File: config.mk
export PLATFORM = sky130hd
export DESIGN_NAME = cvtcfg_override_regs
export DESIGN_NICKNAME = d
export VERILOG_FILES = /design/src/design/cvtcfg_pkg.sv /design/src/design/cvtcfg_delay_timer.sv /design/src/design/cvtcfg_override_regs.sv
export VERILOG_INCLUDE_DIRS = /design/src /design/src/design
export SDC_FILE = /design/constraint.sdc
export NUM_CORES = 1
export LEC_CHECK = 0
export BUFFER_PORTS_ARGS = -buffer_cell sky130_fd_sc_hd__buf_2
export CORE_MARGIN = 1
export CORE_UTILIZATION = 30
export CTS_CLUSTER_SIZE = 14
export DETAILED_ROUTE_END_ITERATION = 16
export GPL_ROUTABILITY_DRIVEN = 1
export MAX_ROUTING_LAYER = met4
export PLACE_DENSITY = 0.57
export REMOVE_ABC_BUFFERS = 1
export SLEW_MARGIN = 20
export SYNTH_ARGS = -nofsm -noshare
export SYNTH_HDL_FRONTEND = slang
export SYNTH_HIERARCHICAL = 1
export SYNTH_SLANG_ARGS = --single-unit
File: constraint.sdc
create_clock -name ref_clk -period 4.5 [get_ports ref_clk]
set_clock_uncertainty 0.1 [all_clocks]
set_input_delay 0.45 -clock ref_clk [delete_from_list [all_inputs] [get_ports ref_clk]]
set_output_delay 0.45 -clock ref_clk [all_outputs]
set_load 0.01 [all_outputs]
File: src/design/cvtcfg_defs.svh
`ifndef CVTCFG_DEFS_SVH
`define CVTCFG_DEFS_SVH

// ****************************************
// Register command codes
// ****************************************
`define CVTCFG_CMD_DELAY 8'hD1
`define CVTCFG_CMD_OVERRIDE 8'hD2
`define CVTCFG_CMD_LOOP 8'hD3

// ****************************************
// Field positions
// ****************************************
`define CVTCFG_PGD_MSB 5
`define CVTCFG_PGD_LSB 3
`define CVTCFG_POD_MSB 2
`define CVTCFG_POD_LSB 0
`define CVTCFG_TRK_BIT 7
`define CVTCFG_SEQ_BIT 6
`define CVTCFG_FSKIP_BIT 4
`define CVTCFG_SST_MSB 3
`define CVTCFG_SST_LSB 2
`define CVTCFG_UVL_BIT 1
`define CVTCFG_CM_BIT 0
`define CVTCFG_RINJ_BIT 7
`define CVTCFG_RRS_MSB 5
`define CVTCFG_RRS_LSB 4
`define CVTCFG_FS_MSB 2
`define CVTCFG_FS_LSB 0

// ****************************************
// Reset values
// ****************************************
`define CVTCFG_PGD_RESET 3'h0
`define CVTCFG_POD_RESET 3'h2
`define CVTCFG_FSKIP_RESET 1'h1
`define CVTCFG_FS_RESET 3'h3

// ****************************************
// Timing
// ****************************************
`define CVTCFG_CLK_PERIOD_NS 5
`define CVTCFG_TICK_NS 1000
`define CVTCFG_TICK_CYCLES \
  ((`CVTCFG_TICK_NS + `CVTCFG_CLK_PERIOD_NS - 1) / `CVTCFG_CLK_PERIOD_NS)
`define CVTCFG_BASE_DELAY_US 256
`define CVTCFG_PGD_LONG_US 131072
`define CVTCFG_SETTLE_CYCLES 3'h4

`endif

File: src/design/cvtcfg_pkg.sv
package cvtcfg_pkg;
  // Three-bit delay or frequency code.
  typedef logic [2:0] cvtcfg_code3_t;
  // Microsecond count wide enough for the longest delay.
  typedef logic [17:0] cvtcfg_us_t;
  // Strap load sequence, Gray coded along its path.
  typedef enum logic [1:0] {
    CVTCFG_SETTLE = 2'b00,
    CVTCFG_LOAD = 2'b01,
    CVTCFG_RUN = 2'b11
  } cvtcfg_load_e;
endpackage

File: src/design/cvtcfg_delay_timer.sv
`timescale 1ns/100ps
`default_nettype none
`include "cvtcfg_defs.svh"

module cvtcfg_delay_timer #(
  parameter bit LONG_TOP = 1'b0
) (
  // Clock and reset
  input wire logic ref_clk,
  input wire logic reset,
  // Time base and control
  input wire logic us_tick,
  input wire logic arm,
  input wire cvtcfg_pkg::cvtcfg_code3_t code,
  // Result
  output logic done
);
  import cvtcfg_pkg::*;

  cvtcfg_us_t elapsed;
  cvtcfg_us_t terminal;

  // Delay in microseconds for a code; doubles per step from the base, except code 7 when long_top is set.
  function automatic cvtcfg_us_t delay_us(input cvtcfg_code3_t c,
                                          input bit long_top);
    cvtcfg_us_t base;
    base = cvtcfg_us_t'(`CVTCFG_BASE_DELAY_US);
    if (long_top && c == 3'h7) begin
      delay_us = cvtcfg_us_t'(`CVTCFG_PGD_LONG_US);
    end else begin
      delay_us = base << c;
    end
  endfunction

  assign terminal = delay_us(code, LONG_TOP);

  // Count microsecond ticks while armed; the count saturates so that a
  // later change of code to a shorter delay still ends it at once.
  always_ff @(posedge ref_clk) begin
    if (reset || !arm) begin
      elapsed <= '0;
    end else if (us_tick && elapsed < terminal) begin
      elapsed <= elapsed + 18'h00001;
    end
  end

  // Done rises once the selected delay has fully elapsed.
  always_ff @(posedge ref_clk) begin
    if (reset || !arm) begin
      done <= 1'b0;
    end else begin
      done <= (elapsed >= terminal);
    end
  end
endmodule

`default_nettype wire

File: src/design/cvtcfg_override_regs.sv
`timescale 1ns/100ps
`default_nettype none
`include "cvtcfg_defs.svh"

// Overview of operation
// - Power-good delay 256us doubling, 111 is 131ms
// - Power-on delay 256us doubling to 32.768ms
// - Strap fields load, read back, writable
// - Writes last until next power-on reset
// - Override bit 7 selects external tracking
// - Override bit 6 selects external ramp sequencing
// - Bit 4 forces skip during soft start
// - Bits 3:2 soft-start 1, 2, 4, 8 ms
// - Bit 1 undervoltage hiccup or latch-off
// - Bit 0 skip or forced continuous conduction
// - Loop bit 7 enables ramp injection
// - Bits 5:4 scale ramp resistor
// - Frequency bits 2:0 reset 011, writable
// - Frequency code table up to 1.225 MHz
// - Delay register: good 5:3, on 2:0
module cvtcfg_override_regs #(
  parameter int TICK_CYCLES = `CVTCFG_TICK_CYCLES
) (
  // Clock and power-on reset
  input wire logic ref_clk,
  input wire logic reset,
  // Register command port
  input wire logic [7:0] cmd_code,
  input wire logic wr_en,
  input wire logic [7:0] wr_data,
  input wire logic rd_en,
  output logic [7:0] rd_data,
  output logic rd_ack,
  output logic cmd_nack,
  // Pin straps
  input wire logic strap_tracking,
  input wire logic strap_ramp,
  input wire logic [1:0] strap_soft_start,
  input wire logic strap_uv_latch,
  input wire logic strap_conduction,
  input wire logic strap_ramp_injection,
  input wire logic [1:0] strap_ramp_resistor,
  // Converter status from the analog side
  input wire logic softstart_active,
  input wire logic power_on_request,
  input wire logic power_good_request,
  // Configuration to the analog side
  output logic external_tracking_select,
  output logic external_ramp_select,
  output logic force_skip_during_softstart,
  output logic [1:0] soft_start_time_code,
  output logic undervoltage_latch_select,
  output logic conduction_mode_select,
  output logic forced_continuous_conduction,
  output logic ramp_injection_enable,
  output logic [1:0] ramp_resistor_scale,
  output cvtcfg_pkg::cvtcfg_code3_t switching_frequency_code,
  output cvtcfg_pkg::cvtcfg_code3_t power_good_delay_code,
  output cvtcfg_pkg::cvtcfg_code3_t power_on_delay_code,
  // Sequencing results
  output logic config_ready,
  output logic power_on_delay_done,
  output logic power_good_output
);
  import cvtcfg_pkg::*;

  // ****************************************
  // Pin synchronisers
  // ****************************************
  localparam int NSYNC = 12;
  logic [NSYNC-1:0] pin_raw;
  logic [NSYNC-1:0] sync1;
  logic [NSYNC-1:0] sync2;
  logic [NSYNC-1:0] sync3;
  logic [NSYNC-1:0] pin_f;

  assign pin_raw = {power_good_request, power_on_request, softstart_active,
                    strap_ramp_resistor, strap_ramp_injection,
                    strap_conduction, strap_uv_latch, strap_soft_start,
                    strap_ramp, strap_tracking};

  // Three stages; a change is taken only once the last two agree.
  always_ff @(posedge ref_clk) begin
    if (reset) begin
      sync1 <= '0;
      sync2 <= '0;
      sync3 <= '0;
      pin_f <= '0;
    end else begin
      sync1 <= pin_raw;
      sync2 <= sync1;
      sync3 <= sync2;
      pin_f <= (sync2 & sync3) | (pin_f & (sync2 ^ sync3));
    end
  end

  // ****************************************
  // Strap load sequence
  // ****************************************
  cvtcfg_load_e state;
  cvtcfg_load_e next_state;
  logic [2:0] settle_cnt;
  logic in_run;
  logic wr_ok;

  // Straps are sampled only after the synchronisers have filled.
  always_comb begin
    case (state)
      CVTCFG_SETTLE: begin
        next_state = (settle_cnt == `CVTCFG_SETTLE_CYCLES) ?
                     CVTCFG_LOAD : CVTCFG_SETTLE;
      end
      CVTCFG_LOAD: next_state = CVTCFG_RUN;
      CVTCFG_RUN: next_state = CVTCFG_RUN;
      default: next_state = CVTCFG_SETTLE;
    endcase
  end

  always_ff @(posedge ref_clk) begin
    if (reset) begin
      state <= CVTCFG_SETTLE;
      settle_cnt <= 3'h0;
    end else begin
      state <= next_state;
      if (state == CVTCFG_SETTLE) begin
        settle_cnt <= settle_cnt + 3'h1;
      end
    end
  end

  assign in_run = (state == CVTCFG_RUN);
  assign wr_ok = in_run && wr_en;

  // ****************************************
  // Pin-strap override register
  // ****************************************
  // Power-on reset discards any earlier writes; the strap copy follows.
  always_ff @(posedge ref_clk) begin
    if (reset) begin
      external_tracking_select <= 1'b0;
      external_ramp_select <= 1'b0;
      force_skip_during_softstart <= `CVTCFG_FSKIP_RESET;
      soft_start_time_code <= 2'h0;
      undervoltage_latch_select <= 1'b0;
      conduction_mode_select <= 1'b0;
    end else if (state == CVTCFG_LOAD) begin
      external_tracking_select <= pin_f[0];
      external_ramp_select <= pin_f[1];
      soft_start_time_code <= pin_f[3:2];
      undervoltage_latch_select <= pin_f[4];
      conduction_mode_select <= pin_f[5];
    end else if (wr_ok && cmd_code == `CVTCFG_CMD_OVERRIDE) begin
      // Bit 5 is not stored, so it cannot be written.
      external_tracking_select <= wr_data[`CVTCFG_TRK_BIT];
      external_ramp_select <= wr_data[`CVTCFG_SEQ_BIT];
      force_skip_during_softstart <= wr_data[`CVTCFG_FSKIP_BIT];
      soft_start_time_code <=
        wr_data[`CVTCFG_SST_MSB:`CVTCFG_SST_LSB];
      undervoltage_latch_select <= wr_data[`CVTCFG_UVL_BIT];
      conduction_mode_select <= wr_data[`CVTCFG_CM_BIT];
    end
  end

  // ****************************************
  // Loop and frequency register
  // ****************************************
  // Frequency codes run 315 kHz up to 1.225 MHz; the code is passed on.
  always_ff @(posedge ref_clk) begin
    if (reset) begin
      ramp_injection_enable <= 1'b0;
      ramp_resistor_scale <= 2'h0;
      switching_frequency_code <= `CVTCFG_FS_RESET;
    end else if (state == CVTCFG_LOAD) begin
      ramp_injection_enable <= pin_f[6];
      ramp_resistor_scale <= pin_f[8:7];
    end else if (wr_ok && cmd_code == `CVTCFG_CMD_LOOP) begin
      ramp_injection_enable <= wr_data[`CVTCFG_RINJ_BIT];
      ramp_resistor_scale <= wr_data[`CVTCFG_RRS_MSB:`CVTCFG_RRS_LSB];
      switching_frequency_code <=
        wr_data[`CVTCFG_FS_MSB:`CVTCFG_FS_LSB];
    end
  end

  // ****************************************
  // Delay register
  // ****************************************
  always_ff @(posedge ref_clk) begin
    if (reset) begin
      power_good_delay_code <= `CVTCFG_PGD_RESET;
      power_on_delay_code <= `CVTCFG_POD_RESET;
    end else if (wr_ok && cmd_code == `CVTCFG_CMD_DELAY) begin
      power_good_delay_code <=
        wr_data[`CVTCFG_PGD_MSB:`CVTCFG_PGD_LSB];
      power_on_delay_code <= wr_data[`CVTCFG_POD_MSB:`CVTCFG_POD_LSB];
    end
  end

  // ****************************************
  // Read-back and answers
  // ****************************************
  logic [7:0] next_rd_data;
  logic mapped;

  // Unused bits are built in as zero rather than stored.
  always_comb begin
    mapped = 1'b1;
    next_rd_data = 8'h00;
    case (cmd_code)
      `CVTCFG_CMD_DELAY: begin
        next_rd_data = {2'h0, power_good_delay_code, power_on_delay_code};
      end
      `CVTCFG_CMD_OVERRIDE: begin
        next_rd_data = {external_tracking_select, external_ramp_select,
                        1'b0, force_skip_during_softstart,
                        soft_start_time_code, undervoltage_latch_select,
                        conduction_mode_select};
      end
      `CVTCFG_CMD_LOOP: begin
        next_rd_data = {ramp_injection_enable, 1'b0, ramp_resistor_scale,
                        1'b0, switching_frequency_code};
      end
      default: mapped = 1'b0;
    endcase
  end

  // Writes before the strap load are refused so straps cannot clobber
  // them; reads of mapped codes are always served.
  always_ff @(posedge ref_clk) begin
    if (reset) begin
      rd_data <= 8'h00;
      rd_ack <= 1'b0;
      cmd_nack <= 1'b0;
    end else begin
      rd_ack <= rd_en && mapped;
      if (rd_en && mapped) begin
        rd_data <= next_rd_data;
      end
      cmd_nack <= ((rd_en || wr_en) && !mapped) || (wr_en && !in_run);
    end
  end

  // ****************************************
  // Conduction mode and sequencing
  // ****************************************
  logic us_tick;
  logic [15:0] tick_cnt;

  // Skip mode is forced only while soft start runs and forcing is on.
  always_ff @(posedge ref_clk) begin
    if (reset) begin
      forced_continuous_conduction <= 1'b0;
      config_ready <= 1'b0;
    end else begin
      forced_continuous_conduction <= conduction_mode_select &&
        !(force_skip_during_softstart && pin_f[9]);
      config_ready <= in_run;
    end
  end

  // Microsecond time base shared by both delay timers.
  always_ff @(posedge ref_clk) begin
    if (reset) begin
      tick_cnt <= 16'h0000;
      us_tick <= 1'b0;
    end else begin
      us_tick <= (tick_cnt == 16'(TICK_CYCLES - 1));
      tick_cnt <= (tick_cnt == 16'(TICK_CYCLES - 1)) ?
                  16'h0000 : tick_cnt + 16'h0001;
    end
  end

  cvtcfg_delay_timer #(.LONG_TOP(1'b0)) u_pod (
    .ref_clk(ref_clk),
    .reset(reset),
    .us_tick(us_tick),
    .arm(in_run && pin_f[10]),
    .code(power_on_delay_code),
    .done(power_on_delay_done)
  );

  cvtcfg_delay_timer #(.LONG_TOP(1'b1)) u_pgd (
    .ref_clk(ref_clk),
    .reset(reset),
    .us_tick(us_tick),
    .arm(in_run && pin_f[11]),
    .code(power_good_delay_code),
    .done(power_good_output)
  );
endmodule

`default_nettype wire

==> results_dict.tcl, run 1 <==
set metrics [dict create \
    run_status "complete, no violations" \
    ys.flop_type "dfxtp_1" \
    peakVddDrop_uv 223.6 \
    wire_per_inst_um 12.98 \
    cp_data_required_time_ps 4740 \
    worst_pin_slew_ps 859.1 \
    grt_overflow 0 \
    rrSetupSlack_ps 1410 \
    drc 0 \
    wl_met3_um 460 \
    layout-drive-gt1-share_pct 15.68 \
    maxCapViolations 0 \
    synth_top_family_by_area "simple AND/OR/NAND/NOR gates" \
    finalHoldViolCount 0 \
    ys_seq_elements 139 \
    rsz0062_at_grt "false" \
    fp-row-count 51 \
    synth_xor_area_share_pct 2.148 \
    ios 65 \
    antenna_found_initial 0 \
    syn_to_final_growth_pct 18.47 \
    drt_iter0_markers 187 \
    cts.sinks 139 \
    vias 4861 \
    cts_tree "yes" \
    power_density_nw_per_um2 383.8 \
    core_area_um2 19720 \
    path_clk_slew_ps 60 \
    report.final.slew_viol_count 0 \
    fin_tns_setup_ps 0 \
    dr.max_layer_used "met4" \
    cts_buffer_depth 2 \
    hold_path.class "primary input to flip-flop" \
    setup_viol_count_final 0 \
    grt_use_total_pct 13.56 \
    syn_inst 672 \
    ctsHtreeMaxLevel 4 \
    period_needed_ps 3085 \
    holdWs_ps 128.6 \
    share_comb_of_total_power_pct 4.1 \
    cts-root-buf "clkbuf_16" \
    diodes 0 \
    gp_congestion 0.7698 \
    p_int_uw 2108 \
    max_freq_ghz 0.3241 \
    arrival_ps 3320 \
    ctsHoldBuffers 0 \
    grt_max_degree 59 \
    ys_types 53 \
    m1WireLength_mm 6.727 \
    cts_buffers 17 \
    start_kind "flip-flop" \
    drt-total-wl_mm 13.04 \
    grt_pass1_wl_mm 21.51 \
    synth_compound_area_share_pct 12.66 \
    wl_met2_mm 5.701 \
    cts_resized 0 \
    criticalPathCategory "flip-flop to flip-flop" \
    muxShareOfSynthArea_pct 3.069 \
    chipWidth_um 144.8 \
    power_frac_seq_pct 46.1 \
    drt_first_pass_iters 5 \
    postCtsSetupRepairBufs 0 \
    clk_latency_ps 430 \
    antenna_left 0 \
    clockPowerShare_pct 49.9 \
    min_period_over_period_pct 68.56 \
    synth_area_um2 6116 \
    synth-edff-count 0 \
    async_flop_share_pct 0 \
    initial_core_util_pct 31.02 \
    numPortBuffers 64 \
    power_leakage_uw 0.002818 \
    relSlewSlack_pct 42.73 \
    path_max_fanout 33 \
    yosys.area_share.adder_pct 7.160 \
    worstSetupEndpointType "flip-flop" \
    p_sw_uw 672.8 \
    p_sw_share_pct 24.19 \
    dieArea_um2 20960 \
    grt_pass1_vias 4305 \
    dpl.hpwl_mm 9.176 \
    via_per_inst 4.837 \
    syn_area_per_cell_um2 9.101 \
    yosys.area_share.simple_pct 26.33 \
    ys_seq_area_share_pct 45.50 \
    yosys_warnings 6 \
    nets 794 \
    fp.dieH_um 144.8 \
    fill_cells 2020 \
]
[cell usage in the layout, fill, tap and decap left out, types with 2 or more instances in the layout]
| cell | instances |
|---|---|
| o31ai_1 | 12 |
| or4_1 | 12 |
| nand3b_1 | 8 |
| nor3_1 | 10 |
| nor2b_1 | 43 |
| nand2_1 | 49 |
| nand3_1 | 27 |
| inv_8 | 4 |
| a21oi_1 | 57 |
| a31oi_1 | 2 |
| dfxtp_1 | 139 |
| and4_1 | 6 |
| and3_1 | 12 |
| a211oi_1 | 5 |
| or3b_2 | 4 |
| xnor2_1 | 10 |
| clkinv_4 | 3 |
| o21ai_0 | 24 |
| clkbuf_16 | 17 |
| or3_1 | 22 |
| o21ai_1 | 2 |
| a211o_1 | 4 |
| nand2b_1 | 4 |
| buf_2 | 64 |
| or4b_1 | 2 |
| nand4_1 | 17 |
| and2_1 | 7 |
| xor2_1 | 5 |
| ha_1 | 35 |
| o211ai_1 | 2 |
| mux2_2 | 6 |
| inv_1 | 17 |
| mux2i_1 | 12 |
| clkinvlp_4 | 2 |
| nor4b_1 | 2 |
| nor2_1 | 58 |
| nor4_1 | 7 |
| a221oi_2 | 4 |
| inv_6 | 4 |
| buf_4 | 2 |
[routing by layer]
metal  track usage [%]  up-vias
li1                  -     2525
met1             18.52     2249
met2             18.98       73
met3             3.455       14
met4             5.152        0
met5                 -        -
[area by class of cell]
type | count | area, um2 | share of cell area [%]
clock buffers | 18 | 439.2 | 6.061
inverters | 17 | 63.81 | 0.8807
clock inverters | 14 | 151.4 | 2.089
flip-flops and latches | 139 | 2783 | 38.40
multi-input cells | 486 | 3142 | 43.36
well taps | 265 | 331.6 | 4.576
repair buffers | 66 | 335.3 | 4.628
[metrics by stage]
step	cells	util (%)	total power (uW)	instance area (um2)	worst slack, ps
2_1_floorplan	642	-	1365	5988	1659
3_3_place_gp	973	33.75	1423	6655	1515
3_5_place_dp	973	33.75	1423	6655	1433
4_1_cts	1005	36.75	2819	7246	1423
5_1_grt	1005	36.75	2891	7246	1106
6_report	1005	36.75	2781	7246	1415
[cell usage after synthesis (all sizes together) (4+ instances only)]
cell type / instances / share of area, %
a211o: 4 / 0.57
a211oi: 5 / 0.61
a21oi: 57 / 4.7
a221oi: 5 / 1.1
and2: 7 / 0.72
and3: 12 / 1.2
and4: 6 / 0.86
buf: 12 / 0.98
clkbuf: 18 / 1.1
dfxtp: 139 / 45
ha: 35 / 7.2
inv: 17 / 1.0
mux2: 6 / 1.1
mux2i: 12 / 2.0
nand2: 49 / 3.0
nand2b: 4 / 0.41
nand3: 28 / 2.4
nand3b: 8 / 0.98
nand4: 17 / 1.7
nor2: 58 / 3.6
nor2b: 43 / 4.4
nor3: 10 / 0.82
nor4: 8 / 1.1
o21ai: 26 / 2.1
o31ai: 13 / 1.7
or3: 22 / 2.3
or3b: 4 / 0.57
or4: 12 / 1.5
xnor2: 10 / 1.4
xor2: 5 / 0.72
[worst max-delay path: stages, from the launching register on]
cell	delay, ps
dfxtp_1	490
or3b_2	470
ha_1	280
o21a_1	100
o211a_1	190
a211o_1	600
or4_1	630
a21oi_1	150
[cell families after synthesis]
logic type               Yosys count
AND/OR/NAND/NOR                  294
flip-flops                       139
XOR/XNOR                          15
multiplexers                      18
adder cells (fa/ha/maj)           35
buffers and inverters             47
AO/OA/AOI/OAI                    124
[flip-flops by register name (all words and copies together) (netlist names), 2 cells and up]
register / count
u_pgd/elapsed: 18
rd_data: 8
state: 2
settle_cnt: 3
tick_cnt: 16
soft_start_time_code: 2
ramp_resistor_scale: 2
power_on_delay_code: 3
sync2: 12
sync1: 12
u_pod/elapsed: 18
switching_frequency_code: 3
pin_f: 12
sync3: 12
power_good_delay_code: 3
[final timing paths]
| check | end | depth (start not counted) | from |
|---|---|---|---|
| min | sync1[11]$_SDFF_PP0_ | 2 | power_good_request |
| max | u_pod/elapsed[6]$_SDFFE_PP0P_ | 7 | power_on_delay_code[0]$_SDFFE_PP0P_ |
| min reg2reg | sync2[8]$_SDFF_PP0_ | 1 | sync1[8]$_SDFF_PP0_ |
| max reg2reg | u_pod/elapsed[6]$_SDFFE_PP0P_ | 7 | power_on_delay_code[0]$_SDFFE_PP0P_ |
[power groups by stage]
stage	clock (uW)	combinational, uW	sequential (uW)
after global routing	1480	129	1280
after detailed placement	0	115	1310
final	1390	114	1280
after global placement	0	115	1310
after CTS	1420	115	1280
after floorplan	0	58.3	1310
(Power assumes the default switching activity.)
==> run 2, diff against run 1 <==
- clock period: 4.5 -> 3.1 ns (I/O delays scaled with it)
==> run 2 against run 1 <==
Effect of this change:
- die area did not move
- via count rose by 2.6%
- global-route usage rose by 0.47 points
- maximum frequency rose by 6.2%
- final cell count rose by 1.7%
- critical endpoint is now u_pgd/elapsed[16]$_SDFFE_PP0P_
- largest power group unchanged
- highest routed layer unchanged
==> results_dict.tcl, run 2 (synthesis gave the netlist of run 1 again) <==
set metrics [dict create \
    period_needed_ps 2905 \
    final_cell_count_no_fill 1022 \
    min_period_over_period_pct 93.69 \
    drt-total-wl_mm 13.57 \
    grt_pass1_vias 4537 \
    top_regs "u_pgd/elapsed x18, u_pod/elapsed x18, tick_cnt x16" \
    grt_use_total_pct 14.02 \
    hold_depth 2 \
    dpl.hpwl_mm 9.407 \
    cts_buffers 17 \
    power_density_nw_per_um2 549.6 \
    antenna_found_initial 0 \
    syn_to_final_growth_pct 21.22 \
    cp_data_required_time_ps 3340 \
    fin_tns_setup_ps 0 \
    cts.sinks 139 \
    ios 65 \
    nets 811 \
    run_status "complete, no violations" \
    vias 4988 \
    path_max_fanout 32 \
    holdWs_ps 3.182 \
    drc 0 \
    path_clk_slew_ps 60 \
    maxCapViolations 0 \
    report.final.slew_viol_count 0 \
    final_cell_area_um2 7413 \
    drt_iter0_markers 183 \
    reg2regPathDepth 8 \
    cts_buffer_depth 2 \
    setup_viol_count_final 0 \
    chipWidth_um 144.8 \
    antenna_left 0 \
    pre_cts_ws_ps 198.0 \
    cts-root-buf "clkbuf_16" \
    arrival_ps 3150 \
    fp-row-count 51 \
    finalHoldViolCount 0 \
    cts_tree "yes" \
    core_area_um2 19720 \
    worst_pin_slew_ps 728.9 \
    peakVddDrop_uv 351.9 \
    grt_pass1_wl_mm 22.27 \
    criticalPathCategory "flip-flop to flip-flop" \
    power_leakage_uw 0.002887 \
    start_kind "flip-flop" \
    rsz0062_at_grt "false" \
    dp.cells 981 \
    ctsHtreeMaxLevel 4 \
    max_freq_ghz 0.3443 \
    final_common_cell "dfxtp_1" \
    grt_max_degree 60 \
    numPortBuffers 64 \
    wire_per_inst_um 13.27 \
    grt_overflow 0 \
    drt_first_pass_iters 5 \
    clk_latency_ps 420 \
    hold_path.class "primary input to flip-flop" \
    initial_core_util_pct 31.02 \
    via_per_inst 4.881 \
    fp.dieH_um 144.8 \
    placed_cell_area_um2 6728 \
    worstSetupEndpointType "flip-flop" \
    fill_cells 1984 \
    relSlewSlack_pct 50.72 \
    layout_common_cells "dfxtp_1, buf_2, nor2_1, a21oi_1, nand2_1" \
    layout-drive-gt1-share_pct 16.38 \
    dieArea_um2 20960 \
    gp_congestion 0.7680 \
    diodes 0 \
    setup_slack_ps 195.5 \
]
-- run 2: path summary, 6_finish.rpt --
kind	start	slack [ps]	to
hold reg to reg	sync1[9]$_SDFF_PP0_	340	sync2[9]$_SDFF_PP0_
setup reg to reg	power_good_delay_code[0]$_SDFFE_PP0P_	200	u_pgd/elapsed[16]$_SDFFE_PP0P_
setup / recovery	power_good_delay_code[0]$_SDFFE_PP0P_	200	u_pgd/elapsed[16]$_SDFFE_PP0P_
hold / removal	strap_soft_start[1]	3	sync1[3]$_SDFF_PP0_
-- run 2: layout make-up --
class	count	area [um2]	area share, %
Timing Repair Buffer	83	498.0	6.717
Tap cell	265	331.6	4.473
Inverter	17	63.81	0.8608
Sequential cell	139	2783	37.54
Clock buffer	20	456.7	6.160
Multi-Input combinational cell	486	3143	42.40
Clock inverter	12	137.6	1.857
-- run 2: through the flow --
stage	utilization, %	power, uW
6_report	37.60	4074
5_1_grt	37.60	4228
3_5_place_dp	34.12	2070
3_3_place_gp	34.12	2067
2_1_floorplan	-	1981
4_1_cts	37.59	4123
-- run 2: critical path, stage by stage, from the launching register on --
cell and delay (ps):
dfxtp_1 570, or3b_2 480, ha_1 270, o21ai_1 130, a2111oi_0 140, a211o_1 320
buf_12 170, or4_1 500, a21oi_1 150
-- run 2: report_power, final --
part,total (uW),switching (uW),leakage (uW),internal [uW]
clock network,2040,802,0.000276,1230
logic,178,99.3,0.00148,79.2
registers,1860,29.5,0.00113,1830
total,4070,931,0.00289,3140
-- run 2: what timing repair did --
action / 4_1_cts / 5_1_grt
resized for setup: 0 / 1
endpoints found under the hold margin: 9 / 0
hold buffers: 9 / 0
buffers inserted: 0 / 0
setup endpoints to repair: 0 / 1
-- run 2: metal layers --
metal  vias to the layer above  GRT usage [%]  share of wire [%]  wire length (um)
li1                       2561              -                  -                 -
met1                      2332          18.71                 51              6870
met2                        82          20.39                 45              6039
met3                        13          3.521                3.8               511
met4                         0          4.986                1.1               146
met5                         -              -                  0                 0
==> run 3, diff against run 2 <==
- REMOVE_ABC_BUFFERS: 1 -> default
==> run 3 against run 2 <==
Effect of this change:
- total power decreased by 0.98%
- sequential share of layout area about the same
- count of clock-buffer cells in the layout decreased by 1
- critical path depth unchanged
- sequential cell count unchanged
- setup slack improved by 75 ps
- via count decreased by 1.2%
- critical path type unchanged
- largest power group unchanged
==> results_dict.tcl, run 3 (synthesis gave the netlist of run 1 again) <==
set metrics [dict create \
    clk_latency_ps 420 \
    rsz0062_at_grt "false" \
    numPortBuffers 64 \
    syn_to_final_growth_pct 21.30 \
    fp.dieH_um 144.8 \
    dieArea_um2 20960 \
    grt_max_degree 82 \
    arrival_ps 3070 \
    fin_tns_setup_ps 0 \
    initial_core_util_pct 31.02 \
    worst_pin_slew_ps 797.6 \
    run_status "complete, no violations" \
    final_cell_count_no_fill 1022 \
    cts_tree "yes" \
    grt_pass1_wl_mm 21.05 \
    cp_data_required_time_ps 3340 \
    relSlewSlack_pct 46.83 \
    drt-total-wl_mm 13.31 \
    layout_common_cells "dfxtp_1, buf_2, nor2_1, a21oi_1, nand2_1" \
    layout-drive-gt1-share_pct 15.98 \
    min_period_over_period_pct 91.28 \
    cts.sinks 139 \
    max_freq_ghz 0.3534 \
    path_clk_slew_ps 60 \
    core_area_um2 19720 \
    finalHoldViolCount 0 \
    power_leakage_uw 0.002895 \
    maxCapViolations 0 \
    antenna_left 0 \
    antenna_found_initial 0 \
    placed_cell_area_um2 6713 \
    drt_iter0_markers 199 \
    setup_viol_count_final 0 \
    grt_pass1_vias 4164 \
    vias 4929 \
    cts_buffer_depth 2 \
    grt_use_total_pct 13.44 \
    diodes 0 \
    dpl.hpwl_mm 9.271 \
    pre_cts_ws_ps 156.5 \
    path_max_fanout 24 \
    worstSetupEndpointType "flip-flop" \
    nets 812 \
    synthesis.nets 739 \
    final_common_cell "dfxtp_1" \
    report.final.slew_viol_count 0 \
    peakVddDrop_uv 319.4 \
    wire_per_inst_um 13.02 \
    cts_buffers 17 \
    hold_path.class "primary input to flip-flop" \
    top_regs "u_pgd/elapsed x18, u_pod/elapsed x18, tick_cnt x16" \
    setup_slack_ps 270.4 \
    drc 0 \
    cts-root-buf "clkbuf_16" \
    start_kind "flip-flop" \
    ios 65 \
    fp-row-count 51 \
    power_density_nw_per_um2 543.8 \
    period_needed_ps 2830 \
    grt_overflow 0 \
    final_cell_area_um2 7418 \
    ctsHtreeMaxLevel 4 \
    drt_first_pass_iters 4 \
    chipWidth_um 144.8 \
    criticalPathCategory "flip-flop to flip-flop" \
    postCtsSetupRepairBufs 0 \
    gp_congestion 0.7936 \
    via_per_inst 4.823 \
    dp.cells 979 \
]
[run 3: changes by cell type in the layout (fill, tap and decap cells not counted)]
cell	change
dlygate4sd3_1	+3
clkinv_4	+3
clkinvlp_4	-3
clkbuf_8	-1
buf_4	-2
[run 3: per-stage QoR]
step / total power, uW / hold WS [ps] / util, %
global placement: 2068 / 317.8 / 34.04
global route: 4202 / 27.65 / 37.62
floorplan: 2001 / 313.3 / -
CTS: 4102 / 4.820 / 37.62
finish: 4034 / 25.93 / 37.62
detailed placement: 2067 / 320.4 / 34.04
[run 3: area by class of cell]
class / count / area [um2]
Timing Repair Buffer: 84 / 513.0
Clock buffer: 19 / 442.9
Multi-Input combinational cell: 486 / 3143
Fill cell: 2012 / 12300
Sequential cell: 139 / 2783
Inverter: 17 / 63.81
Clock inverter: 12 / 141.4
Tap cell: 265 / 331.6
[run 3: repair_timing]
| action | in CTS | in global routing |
|---|---|---|
| setup endpoints to repair | 0 | 1 |
| hold endpoints to repair | 12 | 0 |
| gates resized for setup | 0 | 1 |
| hold buffers | 12 | 0 |
[run 3: critical path: stages, from the launching register on]
cell and delay, ps:
dfxtp_1 480, or3b_2 480, ha_1 280, and4_1 150, o211a_1 120, a211o_2 460, buf_4 220, or3_1 340
a21oi_1 130
[run 3: worst paths after layout]
kind,endpoint,slack (ps),from,cells past startpoint
hold reg to reg,sync2[7]$_SDFF_PP0_,330,sync1[7]$_SDFF_PP0_,1
setup / recovery,u_pod/elapsed[4]$_SDFFE_PP0P_,270,power_on_delay_code[1]$_SDFFE_PP1P_,8
setup reg to reg,u_pod/elapsed[4]$_SDFFE_PP0P_,270,power_on_delay_code[1]$_SDFFE_PP1P_,8
hold / removal,power_on_delay_code[1]$_SDFFE_PP1P_,30,wr_data[1],2
[run 3: metal layers]
metal	share of wire (%)	wire, um	vias to the layer above	global-route usage, %
met5	0	0	-	-
met4	0.73	97	0	5.319
met3	4.3	570	6	3.751
met2	44	5880	78	18.52
met1	51	6762	2284	18.31
li1	-	-	2561	-
[run 3: power by group]
| part | internal (uW) | total (uW) | leakage, uW | switching (uW) |
|---|---|---|---|---|
| combinational | 80.4 | 177 | 0.00149 | 96.4 |
| sequential | 1830 | 1860 | 0.00113 | 32.1 |
| clock | 1210 | 1990 | 0.000280 | 784 |
